$ cat src/hpa_pkg.sv
package hpa_pkg;
	// Access-type selector codes
	localparam logic [1:0] SEL_CTRL     = 2'h0;
	localparam logic [1:0] SEL_DATA_INC = 2'h1;
	localparam logic [1:0] SEL_ADDR     = 2'h2;
	localparam logic [1:0] SEL_DATA     = 2'h3;

	// Port control register bit positions
	localparam int CTRL_HOST_INTERRUPT_OUT_BIT = 0;
	localparam int CTRL_CLR_BIT  = 1;

	// Reset values
	localparam logic [15:0] ADDR_RST = 16'h0000;
	localparam logic [15:0] DATA_RST = 16'h0000;

	// Minimum memory latency, in CPU clock periods
	localparam int CLK_PERIOD_NS = 10;
	localparam int CPU_PERIOD_NS = 10;
	localparam int MEM_LAT_P     = 14;
	localparam int MEM_LAT_CYC   =
		(MEM_LAT_P * CPU_PERIOD_NS + CLK_PERIOD_NS - 1) / CLK_PERIOD_NS;

	// Pin synchroniser depth and FIFO depth
	localparam int SYNC_STAGES = 2;
	localparam int FIFO_DEPTH  = 8;

	typedef enum logic [1:0] {
		ST_IDLE    = 2'b00,
		ST_RD_WAIT = 2'b01,
		ST_RD_DONE = 2'b10,
		ST_WR_WAIT = 2'b11
	} hpa_state_e;

	typedef enum logic [1:0] {
		T_CTRL = 2'b00,
		T_DINC = 2'b01,
		T_ADDR = 2'b10,
		T_DATA = 2'b11
	} hpa_target_e;
endpackage : hpa_pkg

$ cat src/hpa_fifo.sv
`timescale 1ns/1ps
module hpa_fifo #(
	parameter int W     = 34,
	parameter int DEPTH = 8
) (
	input  wire logic         i_clk,
	input  wire logic         i_rstn,
	input  wire logic         i_valid,
	output logic              o_ready,
	input  wire logic [W-1:0] i_data,
	output logic              o_valid,
	input  wire logic         i_ready,
	output logic      [W-1:0] o_data
);
	localparam int AW = (DEPTH > 1) ? $clog2(DEPTH) : 1;

	typedef struct packed {
		logic [AW-1:0] wp;
		logic [AW-1:0] rp;
		logic [AW:0]   cnt;
	} hpa_fifo_s;

	hpa_fifo_s      r_r;
	hpa_fifo_s      r_nxt;
	logic [W-1:0]   mem_r [DEPTH];
	logic           push;
	logic           pop;

	initial begin
		if (DEPTH < 2 || (DEPTH & (DEPTH - 1)) != 0 || W < 1) begin
			$error("hpa_fifo: depth must be a power of two >= 2");
		end
	end

	assign o_ready = (r_r.cnt != (AW+1)'(DEPTH));
	assign o_valid = (r_r.cnt != '0);
	assign o_data  = mem_r[r_r.rp];
	assign push    = i_valid && o_ready;
	assign pop     = o_valid && i_ready;

	always_comb begin
		r_nxt = r_r;
		if (push) begin
			r_nxt.wp = r_r.wp + AW'(1);
		end
		if (pop) begin
			r_nxt.rp = r_r.rp + AW'(1);
		end
		r_nxt.cnt = r_r.cnt + (AW+1)'(push) - (AW+1)'(pop);
	end

	always_ff @(posedge i_clk or negedge i_rstn) begin
		if (!i_rstn) begin
			r_r <= '0;
		end else begin
			r_r <= r_nxt;
		end
	end

	// Storage needs no reset; only the pointers define content
	always_ff @(posedge i_clk) begin
		if (push) begin
			mem_r[r_r.wp] <= i_data;
		end
	end
endmodule : hpa_fifo

$ cat src/hpa_port.sv
// Operation
// - Non-multiplexed, selector bit zero hits control register
// - Strobes tied active, chip select strobes
// - Ready output always shows internal ready
// - Autoincrement advances address, reads return base
// - Byte accesses increment only after upper byte
// - Reads drop ready after strobe falls
// - Reads raise ready after data driven
// - Writes drop ready, hold fourteen periods
// - Memory read data no sooner than fourteen
// - Extra latency from competing memory traffic
// - Host interrupt changes on clock rising edge
// - Write data captured on strobe rise
// - Data bus driven only during reads
`timescale 1ns/1ps
module hpa_port #(
	parameter int AW = 16,
	parameter int DW = 16
) (
	input  wire logic          i_clk,
	input  wire logic          i_rstn,
	input  wire logic          i_mux_mode,
	input  wire logic          i_cs_n,
	input  wire logic          i_ds_first_n,
	input  wire logic          i_ds_second_n,
	input  wire logic          i_rnw,
	input  wire logic [1:0]    i_sel,
	input  wire logic [1:0]    i_be_n,
	input  wire logic [13:0]   i_addr,
	input  wire logic [DW-1:0] i_hd,
	output logic      [DW-1:0] o_hd,
	output logic               o_hd_oe,
	output logic               o_ready,
	output logic               o_host_interrupt_out,
	input  wire logic          i_host_interrupt_out_set,
	output logic               o_mem_req,
	output logic               o_mem_we,
	output logic      [AW-1:0] o_mem_addr,
	output logic      [DW-1:0] o_mem_wdata,
	output logic      [1:0]    o_mem_be_n,
	input  wire logic          i_mem_ack,
	input  wire logic [DW-1:0] i_mem_rdata
);
	localparam int PW = 1 + 1 + 1 + 1 + 1 + 2 + 2 + 14 + DW;
	localparam int FW = AW + DW + 2;
	localparam int LAT_CNT = hpa_pkg::MEM_LAT_CYC;
	initial begin
		if (AW < 14 || DW != 16) begin
			$error("hpa_port: need AW >= 14 and DW == 16");
		end
	end
	typedef struct packed {
		hpa_pkg::hpa_state_e  st;
		logic [4:0]           cnt;
		logic                 rdy;
		logic [DW-1:0]        hd;
		logic                 oe;
		logic [AW-1:0]        base;
		logic [AW-1:0]        cur;
		logic                 host_interrupt_out;
		logic                 strb_d;
		hpa_pkg::hpa_target_e tgt;
		logic [1:0]           be_n;
		logic [AW-1:0]        acc_addr;
		logic [DW-1:0]        rbuf;
		logic                 issued;
		logic                 got;
		logic                 push_pend;
		logic [DW-1:0]        wd;
		logic                 mreq;
		logic                 mwe;
		logic [AW-1:0]        maddr;
		logic [DW-1:0]        mwd;
		logic [1:0]           mbe_n;
	} hpa_port_s;
	hpa_port_s     r_r;
	hpa_port_s     r_nxt;
	logic [PW-1:0] pins_s;
	logic          s_mux;
	logic          s_cs;
	logic          s_ds1;
	logic          s_ds2;
	logic          s_rnw;
	logic [1:0]    s_sel;
	logic [1:0]    s_be_n;
	logic [13:0]   s_addr;
	logic [DW-1:0] s_hd;
	logic          strb;
	logic          fall_ev;
	logic          rise_ev;
	logic          f_in_valid;
	logic          f_in_ready;
	logic [FW-1:0] f_in_data;
	logic          f_out_valid;
	logic          f_out_ready;
	logic [FW-1:0] f_out_data;
	function automatic hpa_pkg::hpa_target_e decode_target(
		input logic mux, input logic [1:0] sel);
		hpa_pkg::hpa_target_e t;
		t = hpa_pkg::T_CTRL;
		if (!mux) begin
			t = sel[0] ? hpa_pkg::T_DATA : hpa_pkg::T_CTRL;
		end else begin
			case (sel)
				hpa_pkg::SEL_CTRL:     t = hpa_pkg::T_CTRL;
				hpa_pkg::SEL_DATA_INC: t = hpa_pkg::T_DINC;
				hpa_pkg::SEL_ADDR:     t = hpa_pkg::T_ADDR;
				default:               t = hpa_pkg::T_DATA;
			endcase
		end
		return t;
	endfunction : decode_target
	hpa_sync #(
		.W (PW)
	) u_sync (
		.i_clk  (i_clk),
		.i_rstn (i_rstn),
		.i_d    ({i_mux_mode, ~i_cs_n, ~i_ds_first_n, ~i_ds_second_n,
		          i_rnw, i_sel, i_be_n, i_addr, i_hd}),
		.o_q    (pins_s)
	);
	// Strobes enter inverted: a cleared synchroniser then reads idle
	assign {s_mux, s_cs, s_ds1, s_ds2, s_rnw, s_sel, s_be_n,
		s_addr, s_hd} = pins_s;
	assign strb    = s_cs && (s_ds1 || s_ds2);
	assign fall_ev = strb && !r_r.strb_d;
	assign rise_ev = !strb && r_r.strb_d;
	assign f_in_valid  = r_r.push_pend;
	assign f_in_data   = {r_r.acc_addr, r_r.wd, r_r.be_n};
	assign f_out_ready = !r_r.mreq;
	hpa_fifo #(
		.W     (FW),
		.DEPTH (hpa_pkg::FIFO_DEPTH)
	) u_fifo (
		.i_clk   (i_clk),
		.i_rstn  (i_rstn),
		.i_valid (f_in_valid),
		.o_ready (f_in_ready),
		.i_data  (f_in_data),
		.o_valid (f_out_valid),
		.i_ready (f_out_ready),
		.o_data  (f_out_data)
	);
	always_comb begin
		r_nxt        = r_r;
		r_nxt.strb_d = strb;
		if (r_r.cnt != 5'h1F) begin
			r_nxt.cnt = r_r.cnt + 5'h01;
		end
		// Memory port: posted writes drain first, then a read
		if (r_r.mreq) begin
			if (i_mem_ack) begin
				r_nxt.mreq = 1'b0;
				if (!r_r.mwe) begin
					r_nxt.rbuf = i_mem_rdata;
					r_nxt.got  = 1'b1;
				end
			end
		end else if (f_out_valid) begin
			r_nxt.mreq  = 1'b1;
			r_nxt.mwe   = 1'b1;
			{r_nxt.maddr, r_nxt.mwd, r_nxt.mbe_n} = f_out_data;
		end else if (r_r.st == hpa_pkg::ST_RD_WAIT && !r_r.issued &&
			!r_r.push_pend) begin
			r_nxt.mreq   = 1'b1;
			r_nxt.mwe    = 1'b0;
			r_nxt.maddr  = r_r.acc_addr;
			r_nxt.mbe_n  = r_r.be_n;
			r_nxt.issued = 1'b1;
		end
		if (f_in_valid && f_in_ready) begin
			r_nxt.push_pend = 1'b0;
		end
		case (r_r.st)
			hpa_pkg::ST_IDLE: begin
				if (fall_ev) begin
					r_nxt.tgt  = decode_target(s_mux, s_sel);
					r_nxt.be_n = s_be_n;
					r_nxt.cnt  = 5'h00;
					r_nxt.acc_addr = s_mux ? r_r.cur : AW'(s_addr);
					if (s_rnw) begin
						r_nxt.rdy    = 1'b0;
						// drive bus while read strobe low
						r_nxt.oe     = 1'b1;
						r_nxt.issued = 1'b0;
						r_nxt.got    = 1'b0;
						r_nxt.st     = hpa_pkg::ST_RD_WAIT;
					end
				end else if (rise_ev && !s_rnw) begin
					// write data taken at strobe rise
					r_nxt.wd  = s_hd;
					r_nxt.cnt = 5'h00;
					r_nxt.rdy = 1'b0;
					r_nxt.st  = hpa_pkg::ST_WR_WAIT;
					case (r_r.tgt)
						hpa_pkg::T_CTRL: begin
							if (s_hd[hpa_pkg::CTRL_CLR_BIT]) begin
								r_nxt.host_interrupt_out = 1'b0;
							end
						end
						hpa_pkg::T_ADDR: begin
							r_nxt.base = AW'(s_hd);
							r_nxt.cur  = AW'(s_hd);
						end
						default: begin
							r_nxt.push_pend = 1'b1;
							if (r_r.tgt == hpa_pkg::T_DINC && !r_r.be_n[1]) begin
								r_nxt.cur = r_r.cur + AW'(1);
							end
						end
					endcase
				end
			end
			hpa_pkg::ST_RD_WAIT: begin
				case (r_r.tgt)
					hpa_pkg::T_CTRL: begin
						r_nxt.hd = DW'({r_r.host_interrupt_out, 1'b0} >> 1);
						r_nxt.st = hpa_pkg::ST_RD_DONE;
					end
					hpa_pkg::T_ADDR: begin
						r_nxt.hd = DW'(r_r.base);
						r_nxt.st = hpa_pkg::ST_RD_DONE;
					end
					default: begin
						// a busy memory port only adds wait
						if (r_r.got && r_r.cnt >= 5'(LAT_CNT)) begin
							r_nxt.hd = r_r.rbuf;
							r_nxt.st = hpa_pkg::ST_RD_DONE;
						end
					end
				endcase
			end
			hpa_pkg::ST_RD_DONE: begin
				// ready rises once data already on bus
				r_nxt.rdy = 1'b1;
				if (!strb) begin
					r_nxt.oe = 1'b0;
					r_nxt.st = hpa_pkg::ST_IDLE;
					if (r_r.tgt == hpa_pkg::T_DINC && !r_r.be_n[1]) begin
						r_nxt.cur = r_r.cur + AW'(1);
					end
				end
			end
			hpa_pkg::ST_WR_WAIT: begin
				if (!r_r.push_pend && r_r.cnt >= 5'(LAT_CNT - 1)) begin
					r_nxt.rdy = 1'b1;
					r_nxt.st  = hpa_pkg::ST_IDLE;
				end
			end
			default: begin
				r_nxt.st = hpa_pkg::ST_IDLE;
			end
		endcase
		// interrupt set wins over a host clear
		if (i_host_interrupt_out_set) begin
			r_nxt.host_interrupt_out = 1'b1;
		end
	end
	always_ff @(posedge i_clk or negedge i_rstn) begin
		if (!i_rstn) begin
			r_r      <= '0;
			r_r.rdy  <= 1'b1;
			r_r.st   <= hpa_pkg::ST_IDLE;
			r_r.base <= AW'(hpa_pkg::ADDR_RST);
			r_r.cur  <= AW'(hpa_pkg::ADDR_RST);
			r_r.hd   <= hpa_pkg::DATA_RST;
		end else begin
			r_r <= r_nxt;
		end
	end
	// ready pin is the ready flop itself
	assign o_ready     = r_r.rdy;
	assign o_hd        = r_r.hd;
	assign o_hd_oe     = r_r.oe;
	assign o_host_interrupt_out      = r_r.host_interrupt_out;
	assign o_mem_req   = r_r.mreq;
	assign o_mem_we    = r_r.mwe;
	assign o_mem_addr  = r_r.maddr;
	assign o_mem_wdata = r_r.mwd;
	assign o_mem_be_n  = r_r.mbe_n;
endmodule : hpa_port

$ cat src/hpa_sync.sv
`timescale 1ns/1ps
module hpa_sync #(
	parameter int W = 1
) (
	input  wire logic         i_clk,
	input  wire logic         i_rstn,
	input  wire logic [W-1:0] i_d,
	output logic      [W-1:0] o_q
);
	typedef struct packed {
		logic [W-1:0] s1;
		logic [W-1:0] s2;
	} hpa_sync_s;

	hpa_sync_s r_r;
	hpa_sync_s r_nxt;

	initial begin
		if (W < 1) begin
			$error("hpa_sync: width must be positive");
		end
	end

	always_comb begin
		r_nxt    = r_r;
		r_nxt.s1 = i_d;
		r_nxt.s2 = r_r.s1;
	end

	always_ff @(posedge i_clk or negedge i_rstn) begin
		if (!i_rstn) begin
			r_r <= '0;
		end else begin
			r_r <= r_nxt;
		end
	end

	assign o_q = r_r.s2;
endmodule : hpa_sync
$ cat config.mk
export PLATFORM = sky130hd
export DESIGN_NAME = hpa_port
export DESIGN_NICKNAME = d
export VERILOG_FILES = /design/src/hpa_pkg.sv /design/src/hpa_fifo.sv /design/src/hpa_port.sv /design/src/hpa_sync.sv
export SDC_FILE = /design/constraint.sdc
export NUM_CORES = 1
export LEC_CHECK = 0
export BUFFER_PORTS_ARGS = -buffer_cell sky130_fd_sc_hd__buf_2
export CAP_MARGIN = 20
export CELL_PAD_IN_SITES_DETAIL_PLACEMENT = 2
export CELL_PAD_IN_SITES_GLOBAL_PLACEMENT = 2
export CORE_ASPECT_RATIO = 0.7
export CORE_UTILIZATION = 35
export DETAILED_ROUTE_END_ITERATION = 16
export PLACE_DENSITY = 0.67
export RECOVER_POWER = 100
export SKIP_LAST_GASP = 1
export SYNTH_ARGS = -nofsm -noshare
export SYNTH_HDL_FRONTEND = slang
export SYNTH_HIERARCHICAL = 1
export SYNTH_SLANG_ARGS = --single-unit
$ cat constraint.sdc
create_clock -name i_clk -period 3.82 [get_ports i_clk]
set_clock_uncertainty 0.05 [all_clocks]
set_input_delay 0.382 -clock i_clk [delete_from_list [all_inputs] [get_ports i_clk]]
set_output_delay 0.382 -clock i_clk [all_outputs]
set_load 0.02 [all_outputs]
# After elaboration in Yosys (flattened, before gate mapping)

Memory sizes are Yosys's and may differ from the RTL's.
Index checks and enable logic that the tools add are counted.

Reductions and logical operators: 44
Magnitude comparators: 2
Multiplexer cells: 54
Bitwise logic cells: 6
Equal/unequal tests: 20
$add $sub $neg: 6

Operators by type and width:

| cell                                                               | number |
|---|---|
| case mux 16 bit (2 select lines)                                   | 3 |
| 2-to-1 mux 17 bit                                                  | 4 |
| 2-to-1 mux 16 bit                                                  | 4 |
| 2-to-1 mux 18 bit                                                  | 2 |
| 2-to-1 mux 2 bit                                                   | 11 |
| 2-to-1 mux 1 bit                                                   | 21 |
| 2-to-1 mux 19 bit                                                  | 1 |
| adder 16 x 1 -> 16 bit (second input constant)                     | 1 |
| 2-to-1 mux 8 bit                                                   | 2 |
| AND reduction 5 bit                                                | 3 |
| inequality test 2 bit (second input constant)                      | 7 |
| AND reduction 4 bit                                                | 3 |
| nonzero test 2 bit                                                 | 6 |
| logical AND 1 bit                                                  | 11 |
| greater-or-equal comparator 5 x 4 -> 1 bit (second input constant) | 2 |
| 2-to-1 mux 5 bit                                                   | 2 |
| equality test 2 bit (second input constant)                        | 4 |
| case mux 2 bit (4 select lines)                                    | 1 |
| AND reduction 2 bit                                                | 4 |
| zero test 1 bit                                                    | 7 |
| adder 3 x 1 -> 3 bit (second input constant)                       | 2 |
| equality test 2 x 1 -> 1 bit (second input constant)               | 3 |
| zero test 2 bit                                                    | 3 |
| inequality test 3 x 2 -> 1 bit (second input constant)             | 2 |
| 16 further kinds                                                   | 23 |

Input port bits: 59
Register bits after elaboration: 238
RAM bits: 272
Memories kept: 1

Memory list:

| memory       | words | bits a word | read ports | clocked after memory_dff | wr ports | RTL line       | source |
|---|---|---|---|---|---|---|---|
| u_fifo.mem_r | 8     | 34          | 1          | 0                        | 1        | hpa_fifo.sv:25 | `logic [W-1:0] mem_r [DEPTH];` |

# Depth between registers and ports, before layout

Word-level depth: 9
Mapped depth: 11
Gate-level depth less buffers: 11

# Cells and area by module

Netlist, hierarchy kept.

Modules (own cells, without submodules):

| module   | times used | area an instance (µm²) | seq. area each (µm²) | cells each |
|---|---|---|---|---|
| hpa_fifo | 1          | 10825.4                | 8418.1               | 449 |
| hpa_port | 1          | 7069.3                 | 3754.9               | 688 |
| hpa_sync | 1          | 1951.9                 | 1951.9               | 78 |

# Worst setup path after synthesis

Ideal clock, no wire load.

Kind: register to register
Start point: register u_fifo/r_r[2] (netlist name)
End point: memory u_fifo.mem_r[1][0] (enable)
Required time: 3303 ps
Cell stages (with the launch flop): 7
Clock period less this slack: 3890 ps
Arrival time: 3373 ps
Slack: -70 ps
Cells stage by stage: dfrtp_1 -> inv_1 -> ha_1 -> or3b_2 -> clkbuf_1 -> nand3_1 -> nor3_1

Cells in the longest elaborated chain, start to end: 4

Ends and longest elaborated chain:

| item                                   | RTL line       | source |
|---|---|---|
| start: declaration                     | hpa_fifo.sv:23 | `hpa_fifo_s r_r;` |
| start signal: assignment               | hpa_fifo.sv:56 | `r_r <= r_nxt;` |
| inequality test 4 bit                  | hpa_fifo.sv:35 | `assign o_ready = (r_r.cnt != (AW+1)'(DEPTH));` |
| via f_in_ready                         | hpa_port.sv:92 | `logic f_in_ready;` |
| logical AND 1 bit                      | hpa_fifo.sv:38 | `assign push = i_valid && o_ready;` |
| 2-to-1 mux 1 bit                       | hpa_fifo.sv:62 | `if (push) begin` |
| 2-to-1 mux 1 bit (not written as such) | hpa_fifo.sv:63 | `mem_r[r_r.wp] <= i_data;` |
| end: declaration                       | hpa_fifo.sv:25 |  |

The timed path passes the listed nets, and every way through them passes these cells.

# Worst setup path in the final report

Start point: register u_fifo/r_r[5] (netlist name)
End point: register r_r (netlist bit o_mem_addr[15])

Cells in the longest elaborated chain, start to end: 2

Ends and longest elaborated chain:

| item                     | RTL line        | source |
|---|---|---|
| memory read (8 x 34 bit) | -               |  |
| via f_out_data[33]       | hpa_port.sv:96  | `logic [FW-1:0] f_out_data;` |
| 2-to-1 mux 18 bit        | hpa_port.sv:159 | `end else if (f_out_valid) begin` |
| end signal: assignment   | hpa_port.sv:268 | `r_r <= r_nxt;` |
| end: declaration         | hpa_port.sv:76  | `hpa_port_s r_r;` |

The timed path passes the listed nets, and every way through them passes these cells.
A chain may end at the register's enable or synchronous reset.

==> results.ini <==
[global_routing]
grt_overflow = 0
grt_pass1_vias = 12180
grt_usage_pct = 18.21
antenna_found_initial = 0
grt_start_max_net_pins = 93
grt_pass1_wl_mm = 78.32

[clock_tree]
h-tree-depth = 2
clockBufferDepth = 3
cts_inserted_buffers = 51
clk_latency_ns = 0.59
clk_pin_slew_ns = 0.06
cts.sinks = 510
cts-root-buf = clkbuf_16
cts_resized = 0
cts_tree = done

[worst_setup_path]
slowest_delay_ns = 1.41
endpoint_kind = flip-flop
arrival_ns = 3.54
start_kind = flip-flop
slowest_stage = dfrtp_2
critPathKind = reg2reg
required_ns = 4.18
crit_chain = clkbuf_2 > mux4_2 > mux2_2 > nand2_1 > o31a_1 > o21ai_1
cp_max_fo = 56

[outcome]
violations = capacitance limit, slew limit
outcome = complete, but fails checks

[sta]
hold_violations = 0
slew_headroom_pct = -20.85
period_share_pct = 83.25
fin_setup_tns_ns = 0
worstMarginPinSlew_ns = 1.813
post-route-min-period_ns = 3.180
setup_violations = 0
drv_slew = 237
rsz0062_at_grt = no
timing.fmax_ghz = 0.3144

[cells_and_area]
fillers = 5330
area_delta_synth_final_pct = 15.36
n_antenna_cell = 0
final_util_pct = 41.19
fin_nets = 1433
drive_above_1_share_pct = 21.60

[floorplanning]
core-area_mm2 = 0.05558
die-height_um = 201.2
die_area_mm2 = 0.05768
io-pin-count = 114
die_x_um = 286.6
initial_utilization_pct = 35.71
rows = 72

[logic_synthesis]
synth_area_leaders = edfxtp_1 (41%), dfrtp_1 (30%), mux4_2 (7.7%)
synth_top_area_cell = edfxtp_1
avgSynthCellArea_um2 = 16.33
yosysUniqueCellTypes = 55
syn_nets = 1287
synthCells = 1215
syn_area_mm2 = 0.01985
postSynthRegisterBits = 510
ys.flop_type = edfxtp_1
synth_top_area_share_pct = 41.15
yosysWarningCount = 6
async_flop_share_pct = 46.67
synth_edf_count = 272
ys_seq_area_share_pct = 71.17

[routing]
dr.pass1.iters = 5
drt-wirelength-per-cell_um = 23.78
viasPerCell = 5.034
detail_route.iter0.violations = 775
drtAntennaViolNets = 0
vias = 10790
drc_errors = 0
wirelength_mm = 50.96

[power]
power_density_mw_per_mm2 = 781.8
leakagePower_nw = 8.541
peakVddDrop_uv = 324.4

[place]
io_buffers = 113
place_congestion = 0.7496
post-dp-hpwl_mm = 31.75

[hold_path]
hold_class = in2async

[run]
maxCapViolCount = 7

logic make-up (layout without fill, tap and decap cells):
kind of cell / Yosys count / in the layout / share of synthesized area (%)
flops: 510 / 510 / 71.17
simple gates: 214 / 214 / 5.113
mux: 169 / 169 / 13.54
compound gates: 168 / 168 / 4.936
buf+inv: 132 / 320 / 3.991
fa+ha+maj: 13 / 13 / 0.8574
xor+xnor: 9 / 9 / 0.3972
synth_stat cells (7+ instances only):
cell / n
dfrtp_1: 237
ha_1: 12
o21ai_1: 7
mux2i_1: 16
and3_1: 8
buf_2: 28
nor3_1: 8
edfxtp_1: 272
a22oi_1: 16
nand3_1: 14
o21ai_0: 31
buf_4: 55
clkbuf_1: 21
inv_1: 21
nand2_1: 82
mux2_4: 10
mux4_2: 68
mux2_2: 74
nor2_1: 56
a21oi_1: 82
nor3b_1: 16
flip-flops by register name, indices dropped and copies added, names as in the netlist, 2 cells and up:
signal        count
u_fifo/mem_r    272
r_r              60
u_sync/o_q       39
u_sync/r_nxt     39
f_in_data        34
o_hd             16
o_mem_addr       16
o_mem_wdata      16
u_fifo/r_r       10
o_mem_be_n        2
final cells by class:
class	count	area, um^2	area share, %
Clock buffer	63	1404	6.132
Clock inverter	32	185.2	0.8088
Inverter	21	78.83	0.3443
Multi-Input combinational cell	573	4905	21.42
Sequential cell	510	14130	61.71
Tap cell	740	925.9	4.044
Timing Repair Buffer	204	1267	5.536
per-layer routing:
layer  up-vias  track usage [%]  wire [um]
li1       4768                -          -
met1      5750            26.03      23560
met2       217            29.07      24240
met3        52            2.971       2283
met4         0            4.316        872
met5         -                0          0
power by group:
group          switching (mW)  internal [mW]  total [mW]
logic                    2.39           2.12        4.51
clock network            2.13           2.67        4.80
registers                1.45           7.13        8.58
total                    5.98           11.9        17.9
worst max-delay path: cells and delay by family, from the launching register on:
family,cells,cell delay [ns]
flops,1,1.41
mux,2,0.64
buf+inv,1,0.57
compound gates,2,0.23
simple gates,1,0.07
path summary, 6_finish.rpt:
path	endpoint	cells after the start	slack [ns]	startpoint
max in group asynchronous	u_sync/o_q[12]	3	1.33	i_rstn
worst min register to register	u_sync/o_q[8]	0	0.30	u_sync/r_nxt[8]
min in group i_clk	u_sync/o_q[8]	0	0.30	u_sync/r_nxt[8]
worst min-delay path	o_mem_addr[3]	2	0.29	i_rstn
worst max register to register	o_mem_addr[15]	6	0.64	u_fifo/r_r[5]
worst max-delay path	o_mem_addr[15]	6	0.64	u_fifo/r_r[5]
through the flow:
| stage | cell area [um^2] | power [mW] | setup WS, ns | hold slack, ns | cells |
|---|---|---|---|---|---|
| floorplan | 19860 | 11.85 | 0.8345 | 0.03641 | 1215 |
| global placement | 20980 | 13.05 | 1.069 | 0.2831 | 1990 |
| detailed placement | 20980 | 13.35 | 0.9875 | 0.2858 | 1990 |
| CTS | 23150 | 18.30 | 0.9572 | 0.3000 | 2143 |
| global route | 22900 | 18.89 | 0.4333 | 0.3053 | 2143 |
| finish | 22900 | 17.90 | 0.6397 | 0.2942 | 2143 |
layout by cell type, fill, tap and decap left out, types with 8 or more instances in the layout:
cell,n
inv_1,21
clkbuf_1,83
buf_2,55
clkinv_1,11
dlygate4sd3_1,58
mux2_2,73
dfrtp_1,235
a21oi_1,81
nor3_1,8
mux2i_1,16
and3_1,8
nor3b_1,16
clkinv_2,15
nand3_1,14
clkbuf_16,53
ha_1,12
mux2_1,8
nand2_1,84
nor2_1,55
edfxtp_1,272
o21ai_0,37
a22oi_1,16
mux4_2,68
timing repair:
action	in CTS	in global routing
endpoints found under the hold margin	145	0
hold buffers	58	0
buffers inserted	0	0
Power figures use the tool's default switching activity.
